[config.mk]
export PLATFORM = sky130hd
export DESIGN_NAME = hpp_port
export DESIGN_NICKNAME = d
export VERILOG_FILES = /design/src/hpp_pkg.sv /design/src/hpp_port.sv
export SDC_FILE = /design/constraint.sdc
export NUM_CORES = 1
export LEC_CHECK = 0
export BUFFER_PORTS_ARGS = -buffer_cell sky130_fd_sc_hd__buf_2
export CAP_MARGIN = 20
export CORE_UTILIZATION = 50
export DETAILED_ROUTE_END_ITERATION = 10
export HOLD_SLACK_MARGIN = 0.12
export PLACE_DENSITY = 0.72
export REMOVE_ABC_BUFFERS = 1
export SYNTH_ARGS = -nofsm -noshare
export SYNTH_HDL_FRONTEND = slang
export SYNTH_SLANG_ARGS = --single-unit
[constraint.sdc]
create_clock -name clk_sys_in -period 2.1 [get_ports clk_sys_in]
set_clock_uncertainty 0.1 [all_clocks]
set_input_delay 0.21 -clock clk_sys_in [delete_from_list [all_inputs] [get_ports clk_sys_in]]
set_output_delay 0.21 -clock clk_sys_in [all_outputs]
set_load 0.05 [all_outputs]
[src/hpp_pkg.sv]
// package for the host parallel port handshake block
`default_nettype none
package hpp_pkg;
  localparam int ADDR_W = 8;
  localparam int DATA_W = 8;
  // reference clock period in ns, figure as printed for timing maths
  localparam int CLK_PERIOD_NS = 10;
  // ack reaction limit, ns, longest time rounds down
  localparam int ACK_MAX_NS = 12;
  localparam int ACK_MAX_CYC = (ACK_MAX_NS / CLK_PERIOD_NS) < 1 ? 1 :
                               (ACK_MAX_NS / CLK_PERIOD_NS);
  // release limit after access end, ns
  localparam int REL_MAX_NS = 5;
  // sample point: two reference periods after access start
  localparam int SAMPLE_PERIODS = 2;
  // read drive start: three reference periods after access start
  localparam int DRIVE_PERIODS = 3;
  // data valid ahead of ack edge: one reference period
  localparam int LEAD_PERIODS = 1;
  localparam int CNT_W = 4;
  localparam logic [CNT_W-1:0] CNT_ZERO = 4'h0;
  localparam logic [CNT_W-1:0] CNT_ONE = 4'h1;
  localparam logic [DATA_W-1:0] DATA_ZERO = 8'h00;

  typedef enum logic {
    HPP_MODE_SEP = 1'b0,
    HPP_MODE_DS = 1'b1
  } hpp_mode_t;

  // host pin bundle, all active low strobes
  typedef struct packed {
    logic sel_n;
    logic write_or_data_strobe_n;
    logic rd_or_dir_n;
    logic [ADDR_W-1:0] addr;
    logic [DATA_W-1:0] wdata;
  } hpp_pins_t;

  // internal register access request
  typedef struct packed {
    logic write;
    logic [ADDR_W-1:0] addr;
    logic [DATA_W-1:0] wdata;
  } hpp_req_t;
endpackage : hpp_pkg
`default_nettype wire

[src/hpp_port.sv]
// host parallel port: strobe decode, handshake and data bus control
// Behaviour
// - separate mode: access while select AND a strobe low
// - separate mode: ack low quickly, high when done
// - separate mode: float ack after access ends
// - read drive starts three periods after start
// - separate mode: data valid period before ack rise
// - strobe mode: data valid period before ack fall
// - read drive stops soon after access ends
// - strobe mode: drive ack high, later low
// - strobe mode: ack high then float after end
`default_nettype none
module hpp_port (
  input wire logic clk_sys_in,
  input wire logic rst_in,
  input wire hpp_pkg::hpp_mode_t mode_in,
  input wire hpp_pkg::hpp_pins_t pins_in,
  output logic ack_n_out,
  output logic ack_oe_out,
  output logic [hpp_pkg::DATA_W-1:0] data_out,
  output logic data_oe_out,
  output hpp_pkg::hpp_req_t req_out,
  output logic req_valid_out,
  input wire logic done_in,
  input wire logic [hpp_pkg::DATA_W-1:0] rdata_in
);
  import hpp_pkg::*;

  // ----------------------------------------
  // pin synchronisers
  // ----------------------------------------
  // the whole bundle passes two stages; addr and data settle long
  // before the sample point, so the added latency costs nothing
  // and the state machine never sees a pin that is mid-settle
  hpp_pins_t s1_ff, s2_ff, nxt_s1, nxt_s2;
  always_comb begin
    nxt_s1 = pins_in;
    nxt_s2 = s1_ff;
  end
  always_ff @(posedge clk_sys_in) begin
    if (rst_in) begin
      s1_ff <= '1;
      s2_ff <= '1;
    end else begin
      s1_ff <= nxt_s1;
      s2_ff <= nxt_s2;
    end
  end

  logic sel_n_s, wds_n_s, rdd_n_s;
  assign sel_n_s = s2_ff.sel_n;
  assign wds_n_s = s2_ff.write_or_data_strobe_n;
  assign rdd_n_s = s2_ff.rd_or_dir_n;

  // active-high qualifiers; separate mode: read strobe on rd pin
  logic wr_act, rd_act, act;
  always_comb begin
    if (mode_in == HPP_MODE_SEP) begin
      wr_act = !(sel_n_s | wds_n_s);
      rd_act = !(sel_n_s | rdd_n_s);
    end else begin
      // direction low means write, stable by host
      wr_act = !(sel_n_s | wds_n_s | rdd_n_s);
      rd_act = !(sel_n_s | wds_n_s) & rdd_n_s;
    end
    act = wr_act | rd_act;
  end

  // ----------------------------------------
  // handshake state machine
  // ----------------------------------------
  typedef enum logic [2:0] {
    ST_IDLE, ST_WAIT, ST_BUSY, ST_LEAD, ST_DONE
  } hpp_state_t;

  hpp_state_t st_ff, nxt_st;
  logic [CNT_W-1:0] cnt_ff, nxt_cnt;
  logic is_rd_ff, nxt_is_rd;
  logic drv_ff, nxt_drv;
  logic [DATA_W-1:0] rd_ff, nxt_rd;
  hpp_req_t req_ff, nxt_req;
  logic req_v;

  always_comb begin
    nxt_st = st_ff;
    nxt_cnt = cnt_ff;
    nxt_is_rd = is_rd_ff;
    nxt_drv = drv_ff;
    nxt_rd = rd_ff;
    nxt_req = req_ff;
    req_v = 1'b0;
    unique case (st_ff)
      ST_IDLE: begin
        // bus stays off between accesses
        nxt_drv = 1'b0;
        if (act) begin
          nxt_st = ST_WAIT;
          nxt_is_rd = rd_act;
          nxt_cnt = CNT_ONE;
        end
      end
      ST_WAIT: begin
        // sync latency counts toward the settle time
        nxt_cnt = cnt_ff + CNT_ONE;
        if (!act) begin
          nxt_st = ST_IDLE;
        end else if (cnt_ff >= CNT_W'(SAMPLE_PERIODS)) begin
          nxt_req.write = !is_rd_ff;
          nxt_req.addr = s2_ff.addr;
          nxt_req.wdata = s2_ff.wdata;
          req_v = 1'b1;
          nxt_st = ST_BUSY;
        end
      end
      ST_BUSY: begin
        // done_in is only heeded here
        nxt_cnt = cnt_ff + CNT_ONE;
        if (is_rd_ff && cnt_ff >= CNT_W'(DRIVE_PERIODS)) begin
          nxt_drv = 1'b1;
        end
        if (done_in) begin
          nxt_rd = rdata_in;
          nxt_cnt = CNT_ZERO;
          nxt_st = ST_LEAD;
        end
      end
      ST_LEAD: begin
        // hold data a full period before ack edge
        nxt_drv = is_rd_ff;
        nxt_cnt = cnt_ff + CNT_ONE;
        if (cnt_ff >= CNT_W'(LEAD_PERIODS)) begin
          nxt_st = ST_DONE;
        end
      end
      ST_DONE: begin
        // ack level holds until the host lets go
        if (!act) begin
          nxt_drv = 1'b0;
          nxt_st = ST_IDLE;
        end
      end
      // a stray code after an upset falls back to idle
      default: nxt_st = ST_IDLE;
    endcase
    if (!act && st_ff != ST_IDLE && st_ff != ST_DONE) begin
      // host aborted; drop bus at once
      nxt_drv = 1'b0;
      nxt_st = ST_IDLE;
    end
  end

  always_ff @(posedge clk_sys_in) begin
    if (rst_in) begin
      st_ff <= ST_IDLE;
      cnt_ff <= CNT_ZERO;
      is_rd_ff <= 1'b0;
      drv_ff <= 1'b0;
      rd_ff <= DATA_ZERO;
      req_ff <= '0;
    end else begin
      st_ff <= nxt_st;
      cnt_ff <= nxt_cnt;
      is_rd_ff <= nxt_is_rd;
      drv_ff <= nxt_drv;
      rd_ff <= nxt_rd;
      req_ff <= nxt_req;
    end
  end

  // ----------------------------------------
  // raw pin qualifier
  // ----------------------------------------
  // ack timing relies on a direct decode of the raw pins since the
  // synchronised path would exceed the few-ns limits
  logic raw_wr_act, raw_rd_act, raw_act;
  always_comb begin
    if (mode_in == HPP_MODE_SEP) begin
      raw_wr_act = !(pins_in.sel_n | pins_in.write_or_data_strobe_n);
      raw_rd_act = !(pins_in.sel_n | pins_in.rd_or_dir_n);
    end else begin
      // direction steers the transfer only, it never gates ack
      raw_wr_act = !(pins_in.sel_n | pins_in.write_or_data_strobe_n);
      raw_rd_act = 1'b0;
    end
    raw_act = raw_wr_act | raw_rd_act;
  end

  // ----------------------------------------
  // pin outputs
  // ----------------------------------------
  logic done_st;
  assign done_st = (st_ff == ST_DONE);

  always_comb begin
    // ack enable follows the raw pins; data enable is drv_ff from the sync path, gated by the raw pins
    ack_oe_out = raw_act;
    if (mode_in == HPP_MODE_SEP) begin
      ack_n_out = done_st;
    end else begin
      // back high as soon as the host lets go, so the line is
      // left inactive when its enable drops
      ack_n_out = !(done_st & raw_act);
    end
    data_oe_out = drv_ff & raw_act;
  end

  assign data_out = rd_ff;
  assign req_out = req_ff;
  assign req_valid_out = req_v;
endmodule : hpp_port
`default_nettype wire

==> summary.txt <==
Global route
  – Vias in the first global route: roughly 1800
  – GRT Total Usage: 19.1%
  – Antenna violations before repair: 0
  – First-pass GRT wire length: about 7.9 mm
  – Total grt overflow: 0
  – Largest net degree at the start of global routing: 45

Floorplanning
  – IO Pins: 60
  – Die Y: roughly 75 um
  – DIE AREA: between 5000 and 6000 um2
  – Initial Util: 51.8%
  – Die W: roughly 75 um
  – Placeable Area: ~5000 um2
  – Row count: 26

Yosys
  – Cell Area, Synth: approximately 2600 um2
  – EDFF count, synth: 0
  – Async SR Flop Fraction: 0%
  – Synth Instances: 256
  – Synth area leaders: dfxtp_1, mux2i_1, or2_2
  – Synth Area per Inst: between 10 and 15 um2
  – Number of library cell types mapped by synthesis: 36
  – Warnings from Yosys: 0
  – Synth cell count leaders: dfxtp_1, or2_2, nor2_1, mux2i_1, a21oi_1
  – Post-synth top flop: dfxtp_1
  – Yosys top cell area share: ~55%
  – Most common cell in the netlist: dfxtp_1
  – Seq/Total Area, Yosys: 54.8%
  – Biggest area consumer among synthesized cells: dfxtp_1
  – Seq cells post-synth: 72

Route
  – Final wirelength: between 4 and 5 mm
  – DR iter-0 viols: 73
  – Wirelength per Cell: between 10 and 15 um
  – Drt first pass iters: 4
  – DRC: 0
  – Vias per inst: around 4.7
  – Routed Antenna Nets: 0
  – Vias post-DR: between 2000 and 2500

Finish
  – Area Growth Syn to Fin: 34.5%
  – N_diodes: 0
  – Area occupied by multi-input gates: about 1100 um2
  – Nets: 388
  – Reg area: approximately 1400 um2
  – FILL cells: just over 400
  – Share of layout cells above drive strength 1: between 30% and 40%

Hold path
  – HP Start: done_in
  – Worst hold path stage count: 4
  – Hold Path Class: in2reg

Setup path
  – Critical Path RT: approximately 1800 ps
  – Crit. End Element: output port
  – Setup crit start: cnt_ff[0]
  – Crit start category: register
  – Critical R2R Launch: cnt_ff[0]
  – CP arrival: 1700 ps
  – Worst-path maximum fanout: 5
  – FF-to-FF path depth: 9
  – Setup CP Type: reg2out

Pwr
  – Power, Total: about 2.6 mW
  – Pwr/cell area: 738 nW/um2
  – Internal power: about 2 mW
  – Clock power frac: approximately two fifths
  – Peak supply drop: ~630 uV
  – Logic gate share of total power: under 10%
  – Reg power frac: a little over half
  – Switch share: a little over a fifth
  – P_leak: roughly 1.5 nW
  – Net switching power: 0.573 mW

CTS
  – Clk_lat worst skew: 330 ps
  – CTS Buffer Depth: 2
  – H-tree depth: 3
  – CTS tree: yes
  – Root Driver: clkbuf_8
  – Worst-path clk slew: about 70 ps
  – CTS Buf Count: 9
  – Clock sink total: 72

Timing
  – Max-slew headroom: roughly 64%
  – Fmax: between 400 and 500 MHz
  – Slew Limit Fails: 0
  – Min cycle time layout: ~2000 ps
  – Fin crit share: 95.5%
  – RSZ-0062 raised after global routing: false
  – Worst Tran Pin Value: ~530 ps
  – Setup violations, final: 0
  – Setup TNS: 0 ps
  – Final hold vios: 0

Place
  – Port buffer count: approximately 60
  – DP Wirelength: 3.08 mm
  – GPL Wtd Cong: about 0.8

Flow run
  – Max cap viols: 0

Outcome
  – Run status: complete, no violations
==> metrics by stage <==
step	worst slack [ps]	cell area, um2	cells	hold WS, ps	utilization, %
finish	94.8	3540	428	189	69.7
CTS	27.3	3470	421	175	68.4
floorplan	-1440	2520	240	179	-
detailed placement	208	2990	377	294	59.0
global route	4.51	3540	428	220	69.7
global placement	269	2990	377	291	59.0
==> layout by cell type (no fill, tap or decap), drive strengths merged <==
master,count
nor2b,2
nor2,31
o21bai,1
mux2i,25
buf,75
a21boi,1
nor3,6
dlygate4sd3,27
nand4b,1
o21a,3
nand3b,2
nor4b,2
a21o,1
bufinv,1
inv,8
nand3,6
nand2,5
nor4,2
clkinv,3
or3,1
or4,1
a21oi,11
ha,4
nand2b,3
dfxtp,72
o221ai,1
clkbuf,9
o22ai,1
o31ai,4
and2,1
a31oi,2
o21ai,6
clkinvlp,1
or2,39
==> cell families (layout without fill, tap and decap cells) <==
kind of cell	Yosys count	count (layout)	synth area share, %
simple gates	102	102	21.5
fa+ha+maj	4	4	1.90
compound gates	31	31	7.14
buf+inv	22	124	5.19
mux	25	25	9.51
flops	72	72	54.8
==> repair_timing <==
item | 4_1_cts | 5_1_grt
resized for setup | 4 | 4
setup endpoints to repair | 1 | 1
pin swaps | 1 | 1
setup buffers | 1 | 7
endpoints found under the hold margin | 27 | 0
hold buffers | 27 | 0
==> flip-flops by register name, indices dropped and copies added, names as in the netlist <==
signal	flops
nxt_s2	19
req_out	17
s2_ff	16
data_out	8
cnt_ff	4
st_ff	3
drv_ff	1
is_rd_ff	1
rdd_n_s	1
sel_n_s	1
wds_n_s	1
==> power by group through the flow <==
stage / clock, mW / sequential (mW) / combinational [mW]
finish: 1.05 / 1.41 / 0.154
global route: 1.14 / 1.41 / 0.170
CTS: 1.09 / 1.41 / 0.151
detailed placement: 0 / 1.44 / 0.113
global placement: 0 / 1.44 / 0.112
floorplan: 0 / 1.44 / 0.0534
==> area by class of cell <==
cell class                 instances  share of cell area (%)
inverter                           6                   0.637
clock inverter                     7                    1.98
sequential                        72                    40.9
clock buffer                       9                    3.50
multi-input combinational        162                    30.0
timing repair buffer             102                    20.5
tap                               70                    2.48
==> path summary, 6_finish.rpt <==
check                  end  slack (ps)
max          req_valid_out          90
min              cnt_ff[0]         190
max reg2reg     req_out[8]         180
min reg2reg        rdd_n_s         310
==> critical path, cell delays in order, from the launching register on <==
cell and delay (ps):
dfxtp_4 370, inv_2 60, ha_1 130, nor4_1 40, buf_4 150, nor4b_4 330
buf_12 160, buf_12 130
==> metal layers <==
layer | vias up | part of all wire [%] | GRT usage [%] | wire length, um
li1 | 1046 | - | - | -
met1 | 922 | 45 | 22.6 | 2210
met2 | 44 | 50 | 31.4 | 2450
met3 | 9 | 4.0 | 7.45 | 199
met4 | 0 | 1.2 | 6.71 | 59
met5 | - | 0 | 0 | 0
Power figures use the tool's default switching activity.
